<file path="src/include/scg_pkg.sv">
// Purpose: constants and types of the sleep-mode clock gating control block
// Assumes: 32-bit AXI4-Lite register bus, word-aligned registers
// Notes:   byte offsets are relative to the block base
package scg_pkg;

	localparam int unsigned ADDR_W = 12;

	// register byte offsets
	localparam logic [11:0] OFS_SLEEP_GATE  = 12'h110;
	localparam logic [11:0] OFS_IRQ_STATUS  = 12'h200;
	localparam logic [11:0] OFS_IRQ_CLEAR   = 12'h204;
	localparam logic [11:0] OFS_IRQ_ENABLE  = 12'h208;
	localparam logic [11:0] OFS_GATE_STATE  = 12'h20C;

	// whole-register reset value of sleep_clock_gate_ctrl0
	localparam logic [31:0] SLEEP_GATE_RST  = 32'h0000_0040;

	// field positions in sleep_clock_gate_ctrl0
	localparam int unsigned BIT_PWM         = 20;
	localparam int unsigned BIT_CONV0       = 16;
	localparam int unsigned BIT_WDOG        = 3;
	localparam int unsigned SPEED_LO        = 8;
	localparam int unsigned SPEED_W         = 2;

	// converter_sample_speed encodings
	localparam logic [1:0]  SPEED_125K      = 2'h0;
	localparam logic [1:0]  SPEED_250K      = 2'h1;

	// gated peripheral indices
	localparam int unsigned NUM_GATE        = 3;
	localparam int unsigned GATE_PWM        = 0;
	localparam int unsigned GATE_CONV0      = 1;
	localparam int unsigned GATE_WDOG       = 2;

	// gate state register layout
	localparam int unsigned STATE_MODE_LO   = 4;
	localparam int unsigned STATE_AUTO_BIT  = 8;

	// bus responses and byte lanes
	localparam logic [1:0]  RESP_OKAY       = 2'h0;
	localparam logic [1:0]  RESP_SLVERR     = 2'h2;
	localparam int unsigned NUM_LANE        = 4;

	// power mode of the core
	typedef enum logic [1:0] {
		SCG_MODE_RUN   = 2'b00,
		SCG_MODE_SLEEP = 2'b01,
		SCG_MODE_DEEP  = 2'b10
	} scg_mode_e;

endpackage

</file>
<file path="src/verilog/scg_sleep_gate.sv">
// Purpose: sleep-mode clock gating control register with AXI4-Lite access
// Assumes: single clock core_clk, async active-low reset, synchronous inputs
// Notes:   enables drive external gating cells; one cycle from select to enable
//          write response one edge after address and data are both held
//          read answer one edge after the read address is taken
//          bit 6 of the control image reads one, other reserved bits read zero
//
// Design decision made here: the AXI4-Lite slave port.
`timescale 1ns/1ps

module scg_sleep_gate #(
	parameter int unsigned ADDR_W = scg_pkg::ADDR_W
) (
	// clock and reset
	input  wire logic                          core_clk,
	input  wire logic                          rst_n,
	// axi4-lite write address
	input  wire logic [ADDR_W-1:0]             s_axi_awaddr,
	input  wire logic [2:0]                    s_axi_awprot,
	input  wire logic                          s_axi_awvalid,
	output logic                               s_axi_awready,
	// axi4-lite write data
	input  wire logic [31:0]                   s_axi_wdata,
	input  wire logic [3:0]                    s_axi_wstrb,
	input  wire logic                          s_axi_wvalid,
	output logic                               s_axi_wready,
	// axi4-lite write response
	output logic [1:0]                         s_axi_bresp,
	output logic                               s_axi_bvalid,
	input  wire logic                          s_axi_bready,
	// axi4-lite read address
	input  wire logic [ADDR_W-1:0]             s_axi_araddr,
	input  wire logic [2:0]                    s_axi_arprot,
	input  wire logic                          s_axi_arvalid,
	output logic                               s_axi_arready,
	// axi4-lite read data
	output logic [31:0]                        s_axi_rdata,
	output logic [1:0]                         s_axi_rresp,
	output logic                               s_axi_rvalid,
	input  wire logic                          s_axi_rready,
	// power mode and companion gating sets
	input  wire scg_pkg::scg_mode_e            pwr_mode,
	input  wire logic                          auto_gating_select,
	input  wire logic [scg_pkg::NUM_GATE-1:0]  run_gate,
	input  wire logic [scg_pkg::NUM_GATE-1:0]  deep_gate,
	// gated peripherals
	input  wire logic [scg_pkg::NUM_GATE-1:0]  periph_access,
	output logic [scg_pkg::NUM_GATE-1:0]       periph_fault,
	output logic [scg_pkg::NUM_GATE-1:0]       periph_clk_en,
	output logic [scg_pkg::SPEED_W-1:0]        converter_sample_speed,
	// interrupt
	output logic                               irq
);

	////////////////////////////////////////////////////////////////////////////////

	typedef struct packed {
		logic [scg_pkg::NUM_GATE-1:0] sleep_gate;
		logic [scg_pkg::SPEED_W-1:0]  speed;
		logic [scg_pkg::NUM_GATE-1:0] clk_en;
		logic [scg_pkg::NUM_GATE-1:0] irq_sts;
		logic [scg_pkg::NUM_GATE-1:0] irq_en;
		logic                         aw_have;
		logic [ADDR_W-1:0]            aw_addr;
		logic                         w_have;
		logic [31:0]                  w_data;
		logic [3:0]                   w_strb;
		logic                         bvalid;
		logic [1:0]                   bresp;
		logic                         rvalid;
		logic [31:0]                  rdata;
		logic [1:0]                   rresp;
	} scg_state_s;

	scg_state_s                   state_ff;
	scg_state_s                   nxt_state;
	logic [31:0]                  ctrl_word;
	logic [31:0]                  state_word;
	logic [31:0]                  merged;
	logic [scg_pkg::NUM_GATE-1:0] sel_gate;
	logic [scg_pkg::NUM_GATE-1:0] clr_bits;
	logic [ADDR_W-1:0]            wr_addr;
	logic [ADDR_W-1:0]            rd_addr;
	logic                         do_wr;
	logic                         do_rd;
	logic [scg_pkg::NUM_GATE-1:0] nxt_sts;
	logic [31:0]                  rd_word;
	logic [1:0]                   rd_resp;

	////////////////////////////////////////////////////////////////////////////////
	// register map, byte offsets from the block base
	//
	// sleep gate control, read-write:
	//   pulse-width gate, converter 0 gate, two-bit sample speed, watchdog gate;
	//   a cleared gate bit leaves its unit unclocked while the core sleeps with auto gating selected
	// interrupt status, read-only:
	//   one sticky bit per gated unit, set by an access while it is unclocked
	// interrupt clear, write-only:
	//   ones in lane 0 clear status bits; a fault in the same cycle wins
	// interrupt enable, read-write:
	//   one bit per gated unit; irq is high while an enabled status bit is set
	// gate state, read-only:
	//   enables in force, power mode and the auto gating select
	//
	// unmapped addresses answer with an error and change nothing;
	// writes to the read-only images are answered and dropped

	////////////////////////////////////////////////////////////////////////////////
	// handshake outputs

	assign s_axi_awready = ~state_ff.aw_have & ~state_ff.bvalid;
	assign s_axi_wready  = ~state_ff.w_have & ~state_ff.bvalid;
	assign s_axi_arready = ~state_ff.rvalid;
	assign s_axi_bvalid  = state_ff.bvalid;
	assign s_axi_bresp   = state_ff.bresp;
	assign s_axi_rvalid  = state_ff.rvalid;
	assign s_axi_rdata   = state_ff.rdata;
	assign s_axi_rresp   = state_ff.rresp;

	assign periph_clk_en          = state_ff.clk_en;
	assign converter_sample_speed = state_ff.speed;
	assign irq                    = |(state_ff.irq_sts & state_ff.irq_en);

	// one slice per gated unit
	for (genvar g = 0; g < scg_pkg::NUM_GATE; g++) begin : g_gate
		// unclocked unit answers with a fault instead of a normal access
		assign periph_fault[g] = periph_access[g] & ~state_ff.clk_en[g];
		// set wins over a clear in the same cycle, so no fault is lost
		assign nxt_sts[g]      = (state_ff.irq_sts[g] & ~clr_bits[g]) | periph_fault[g];
	end

	assign do_wr   = state_ff.aw_have & state_ff.w_have & ~state_ff.bvalid;
	assign do_rd   = s_axi_arvalid & ~state_ff.rvalid;
	// low address bits ignored: every register is one aligned word
	assign wr_addr = {state_ff.aw_addr[ADDR_W-1:2], 2'b00};
	assign rd_addr = {s_axi_araddr[ADDR_W-1:2], 2'b00};

	////////////////////////////////////////////////////////////////////////////////
	// register images

	always_comb begin
		// reserved bits stay at their reset image, writable fields overlaid
		ctrl_word = scg_pkg::SLEEP_GATE_RST;
		ctrl_word[scg_pkg::BIT_PWM]   = state_ff.sleep_gate[scg_pkg::GATE_PWM];
		ctrl_word[scg_pkg::BIT_CONV0] = state_ff.sleep_gate[scg_pkg::GATE_CONV0];
		ctrl_word[scg_pkg::BIT_WDOG]  = state_ff.sleep_gate[scg_pkg::GATE_WDOG];
		ctrl_word[scg_pkg::SPEED_LO +: scg_pkg::SPEED_W] = state_ff.speed;
	end

	always_comb begin
		state_word = '0;
		state_word[scg_pkg::NUM_GATE-1:0] = state_ff.clk_en;
		state_word[scg_pkg::STATE_MODE_LO +: $bits(pwr_mode)] = pwr_mode;
		state_word[scg_pkg::STATE_AUTO_BIT] = auto_gating_select;
	end

	// byte-lane merge of write data over the current control image
	always_comb begin
		merged = ctrl_word;
		for (int i = 0; i < scg_pkg::NUM_LANE; i++) begin
			if (state_ff.w_strb[i]) begin
				merged[8*i +: 8] = state_ff.w_data[8*i +: 8];
			end
		end
	end

	////////////////////////////////////////////////////////////////////////////////
	// register decode

	// clear strobe of the sticky status, lane 0 only
	always_comb begin
		clr_bits = '0;
		if (do_wr && (wr_addr == scg_pkg::OFS_IRQ_CLEAR) && state_ff.w_strb[0]) begin
			clr_bits = state_ff.w_data[scg_pkg::NUM_GATE-1:0];
		end
	end

	// read image of the address on the bus; unmapped reads give zero and an error
	always_comb begin
		rd_word = '0;
		rd_resp = scg_pkg::RESP_OKAY;
		case (rd_addr)
			scg_pkg::OFS_SLEEP_GATE: begin
				rd_word = ctrl_word;
			end
			scg_pkg::OFS_IRQ_STATUS: begin
				rd_word[scg_pkg::NUM_GATE-1:0] = state_ff.irq_sts;
			end
			scg_pkg::OFS_IRQ_ENABLE: begin
				rd_word[scg_pkg::NUM_GATE-1:0] = state_ff.irq_en;
			end
			scg_pkg::OFS_IRQ_CLEAR: begin
				// write-only: reads back zero
				rd_word = '0;
			end
			scg_pkg::OFS_GATE_STATE: begin
				rd_word = state_word;
			end
			default: begin
				rd_resp = scg_pkg::RESP_SLVERR;
			end
		endcase
	end

	////////////////////////////////////////////////////////////////////////////////
	// mode selection of the gating set

	always_comb begin
		sel_gate = run_gate;
		// without auto gating the run set stays in force in every mode
		if (auto_gating_select) begin
			case (pwr_mode)
				scg_pkg::SCG_MODE_RUN: begin
					sel_gate = run_gate;
				end
				scg_pkg::SCG_MODE_SLEEP: begin
					sel_gate = state_ff.sleep_gate;
				end
				scg_pkg::SCG_MODE_DEEP: begin
					sel_gate = deep_gate;
				end
				default: begin
					sel_gate = run_gate;
				end
			endcase
		end
	end

	////////////////////////////////////////////////////////////////////////////////
	// next state

	always_comb begin
		nxt_state = state_ff;

		nxt_state.clk_en = sel_gate;

		// address and data captured independently, in either order
		if (s_axi_awvalid && s_axi_awready) begin
			nxt_state.aw_have = 1'b1;
			nxt_state.aw_addr = s_axi_awaddr;
		end
		if (s_axi_wvalid && s_axi_wready) begin
			nxt_state.w_have = 1'b1;
			nxt_state.w_data = s_axi_wdata;
			nxt_state.w_strb = s_axi_wstrb;
		end

		if (do_wr) begin
			nxt_state.aw_have = 1'b0;
			nxt_state.w_have  = 1'b0;
			nxt_state.bvalid  = 1'b1;
			nxt_state.bresp   = scg_pkg::RESP_OKAY;
			case (wr_addr)
				scg_pkg::OFS_SLEEP_GATE: begin
					// only writable fields are taken, reserved bits ignored
					nxt_state.sleep_gate[scg_pkg::GATE_PWM]   = merged[scg_pkg::BIT_PWM];
					nxt_state.sleep_gate[scg_pkg::GATE_CONV0] = merged[scg_pkg::BIT_CONV0];
					nxt_state.sleep_gate[scg_pkg::GATE_WDOG]  = merged[scg_pkg::BIT_WDOG];
					nxt_state.speed = merged[scg_pkg::SPEED_LO +: scg_pkg::SPEED_W];
				end
				scg_pkg::OFS_IRQ_CLEAR: begin
					// the clear itself is taken by the decode above
					nxt_state.bresp = scg_pkg::RESP_OKAY;
				end
				scg_pkg::OFS_IRQ_ENABLE: begin
					if (state_ff.w_strb[0]) begin
						nxt_state.irq_en = state_ff.w_data[scg_pkg::NUM_GATE-1:0];
					end
				end
				scg_pkg::OFS_IRQ_STATUS, scg_pkg::OFS_GATE_STATE: begin
					nxt_state.bresp = scg_pkg::RESP_OKAY;
				end
				default: begin
					nxt_state.bresp = scg_pkg::RESP_SLVERR;
				end
			endcase
		end
		if (state_ff.bvalid && s_axi_bready) begin
			nxt_state.bvalid = 1'b0;
		end

		// a fault in the clearing cycle survives the clear
		nxt_state.irq_sts = nxt_sts;

		// read data is registered so it stands until rready
		if (do_rd) begin
			nxt_state.rvalid = 1'b1;
			nxt_state.rdata  = rd_word;
			nxt_state.rresp  = rd_resp;
		end else if (state_ff.rvalid && s_axi_rready) begin
			nxt_state.rvalid = 1'b0;
		end
	end

	////////////////////////////////////////////////////////////////////////////////
	// state register

	always_ff @(posedge core_clk or negedge rst_n) begin
		if (!rst_n) begin
			// all units start unclocked; in sleep with auto gating software must enable what it needs
			state_ff <= '0;
		end else begin
			state_ff <= nxt_state;
		end
	end

endmodule
</file>
<file path="config.mk">
export PLATFORM = sky130hd
export DESIGN_NAME = scg_sleep_gate
export DESIGN_NICKNAME = d
export VERILOG_FILES = /design/src/include/scg_pkg.sv /design/src/verilog/scg_sleep_gate.sv
export SDC_FILE = /design/constraint.sdc
export NUM_CORES = 1
export LEC_CHECK = 0
export BUFFER_PORTS_ARGS = -buffer_cell sky130_fd_sc_hd__buf_2
export CORE_ASPECT_RATIO = 0.75
export CORE_UTILIZATION = 40
export DETAILED_ROUTE_END_ITERATION = 12
export GPL_TIMING_DRIVEN = 0
export PLACE_DENSITY = 0.72
export SLEW_MARGIN = 20
export SYNTH_ARGS = -nofsm -noshare
export SYNTH_HDL_FRONTEND = slang
export SYNTH_SLANG_ARGS = --single-unit
</file>
<file path="constraint.sdc">
create_clock -name core_clk -period 4.7 [get_ports core_clk]
set_input_delay 0.235 -clock core_clk [delete_from_list [all_inputs] [get_ports core_clk]]
set_output_delay 0.235 -clock core_clk [all_outputs]
set_load 0.005 [all_outputs]
</file>
==> key figures <==
Die
  • Die Y: between 70 and 80 microns
  • Boundary Pins: 135
  • DIE AREA: 6734 sq um
  • Row cnt: 24
  • Initial core utilization: a little over two fifths
  • Die width: about 94 microns
  • Area of the core: between 6000 and 7000 sq um

Setup path
  • Worst setup path category: flip-flop to flip-flop
  • Worst Setup Start Kind: flip-flop
  • Setup crit end kind: flip-flop
  • WP data required: between 4 and 5 ns
  • Crit path max fanout: 3
  • Data arrival, critical path: approximately 2.2 ns

Synthesis
  • Most used DFF post-synth: dfrtp_1
  • #FFs+latches synth: between 50 and 60
  • FFs w/ async S/R, synth: 100.0%
  • Yosys warnings: 0
  • Number of flops mapped to enable cells by yosys: 0
  • Mapped Cells: approximately 220
  • Synth area leaders: dfrtp_1 (51%), buf_4 (12%), mux2_2 (9.7%), a22o_1 (2.1%), a22oi_1 (1.8%)
  • Seq/Total Area, Yosys: 50.78%
  • Synth area leader: dfrtp_1
  • Cell Area, Synth: about 2600 sq um
  • Netlist cell types: 39
  • Synth top area share: roughly 51%
  • Syn_area_per_cell: around 12 sq um

Routing
  • Total iterations of the first detailed-routing run: 4
  • Antenna Nets Post-Route: 0
  • DR WL/cell: 12.22 microns
  • DR vias: around 1800
  • First DRT Iteration DRCs: between 50 and 60
  • Post-Route WL: ~4.9 mm
  • Drc violations: 0
  • Mean number of vias per cell: around 4.5

Layout
  • Ant. Diodes: 0
  • Most frequent cells in the layout: buf_2 (79), dfrtp_1 (52), buf_4 (41)
  • Fill count: 568
  • Nets: slightly above 400
  • Share of cells above drive strength 1: around 50%
  • Commonest non-fill, non-tap cell in the layout: buf_2
  • Fin area: 3282 sq um
  • Area growth, synth to finish: 28.08%
  • Layout Utilization: 54.65%

Global routing
  • First-pass GRT wire length: 7.790 mm
  • Gr usage total: between 15 and 20%
  • Initial antenna violation count: 0
  • Vias in the first global route: 1649
  • Largest net degree at the start of global routing: 34
  • Grt ovf: 0

Clock network
  • Clock buffer depth: 2
  • Root Driver: clkbuf_8
  • CTS tree: built
  • Clk_lat worst skew: about 0.3 ns
  • Total CTS buffers: 5
  • Post-cts sizing count: 0
  • Clock transition at path regs: around 0.090 ns
  • H-tree depth: 2
  • Clock sinks: 52

Timing
  • Slew @ Worst Pin: roughly 0.82 ns
  • Fmax: between 0.4 and 0.5 GHz
  • Sum Neg Setup Slack: 0 ns
  • Max-slew headroom: 45.03%
  • Tcrit/Tclk final: roughly 44%
  • Final hold vios: 0
  • Tmin final: 2.078 ns
  • Worst Skew: between 0.007 and 0.008 ns
  • Final hold slack: 0.1155 ns
  • Max-slew violation count: 0
  • Final setup fails: 0
  • RSZ-0062 raised after global routing: false

Power and ir drop
  • Sw Pwr: 343.8 uW
  • Final Power: between 1000 and 1500 uW
  • Flop pwr share: around half
  • Switching share of power: between 20% and 30%
  • Pleak: around 0.0017 uW
  • Clk network pwr share: approximately a quarter
  • Logic pwr share: between 20% and 30%
  • P_int: a little under 1000 uW
  • Peak VDD IR: approximately 0.00026 V
  • PD cells: 397.5 nW/um^2

Placed design
  • Post-DP HPWL: about 4 mm
  • Post-DP Area: 3143 sq um
  • # port buffers: 76
  • Gpl congestion: roughly 0.75

Status
  • Status: finished clean

Run
  • Maxcap violations: 0

Min path
  • HP Class: input port to flip-flop
routing by layer:
metal / GRT usage (%) / part of all wire [%]
met3: 4.246 / 8.2
met5: 0 / 0
met4: 3.590 / 0.59
met1: 20.55 / 47
met2: 23.91 / 44
registers in the layout, indices dropped and copies added (netlist names):
register / count
state_ff: 29
s_axi_rdata: 11
ctrl_word: 3
periph_clk_en: 3
converter_sample_speed: 2
s_axi_bresp: 1
s_axi_bvalid: 1
s_axi_rresp: 1
s_axi_rvalid: 1
timing repair:
action | CTS | global route
hold buffers | 1 | 0
setup endpoints to repair | 0 | 0
hold endpoints to repair | 19 | 0
setup buffers | 0 | 0
power by group through the flow:
| stage | clock network (uW) | logic, uW | registers (uW) |
|---|---|---|---|
| after global placement | 0 | 307 | 648 |
| after floorplan | 0 | 235 | 626 |
| after CTS | 354 | 320 | 646 |
| after global routing | 370 | 351 | 662 |
| after detailed placement | 0 | 317 | 655 |
| final | 344 | 315 | 645 |
worst max-delay path: stages (launching register included):
cell and delay, ns:
dfrtp_1 0.41, or4b_2 0.68, nor4_1 0.70, a21oi_1 0.14
stage by stage:
stage                     worst slack [ns]  instances
after global placement               2.738        393
final                                2.622        402
after floorplan                      2.934        239
after global routing                 2.502        402
after CTS                            2.601        402
after detailed placement             2.694        394
layout make-up:
class / count / area, sq um / area share [%]
inverters: 7 / 26.28 / 0.8006
plain buffers: 45 / 326.6 / 9.950
repair buffers: 78 / 410.4 / 12.50
multi-input cells: 135 / 991.0 / 30.19
well taps: 78 / 97.59 / 2.974
clock buffers: 5 / 68.82 / 2.097
clock inverters: 2 / 60.06 / 1.830
flip-flops and latches: 52 / 1301 / 39.65
logic make-up after synthesis:
group	count (synthesis)	share of synthesized area, %
simple gates	46	11.48
compound gates	32	8.496
flops	52	50.78
fa+ha+maj	2	0.9764
buf+inv	52	13.77
mux	32	14.36
other cells	1	0.1463
synthesized netlist by cell type, drive strengths merged, types with 2 or more instances:
cell and instances:
and2 4, and4b 2, inv 7, ha 2, o21ai 8, buf 44, mux2i 3, dfrtp 52
nand2 7, nand3 3, a21oi 6, or4b 2, nor2b 7, mux2 29, a22oi 6, a22o 6
nor4 3, a21o 3, nor2 7
final timing paths:
kind / slack [ns] / end / cells past startpoint / from
min in group asynchronous: 0.41 / s_axi_rdata[6]$_DFFE_PN0P_ / 2 / rst_n
max in group asynchronous: 3.77 / state_ff[83]$_DFFE_PN0P_ / 3 / rst_n
max reg2reg: 2.62 / state_ff[92]$_DFF_PN0_ / 3 / state_ff[80]$_DFFE_PN0P_
min: 0.12 / s_axi_bvalid$_DFFE_PN0P_ / 2 / s_axi_bready
min reg2reg: 0.50 / converter_sample_speed[0]$_DFFE_PN0P_ / 1 / state_ff[50]$_DFFE_PN0P_
max: 2.62 / state_ff[92]$_DFF_PN0_ / 3 / state_ff[80]$_DFFE_PN0P_
Power figures use the tool's default switching activity.
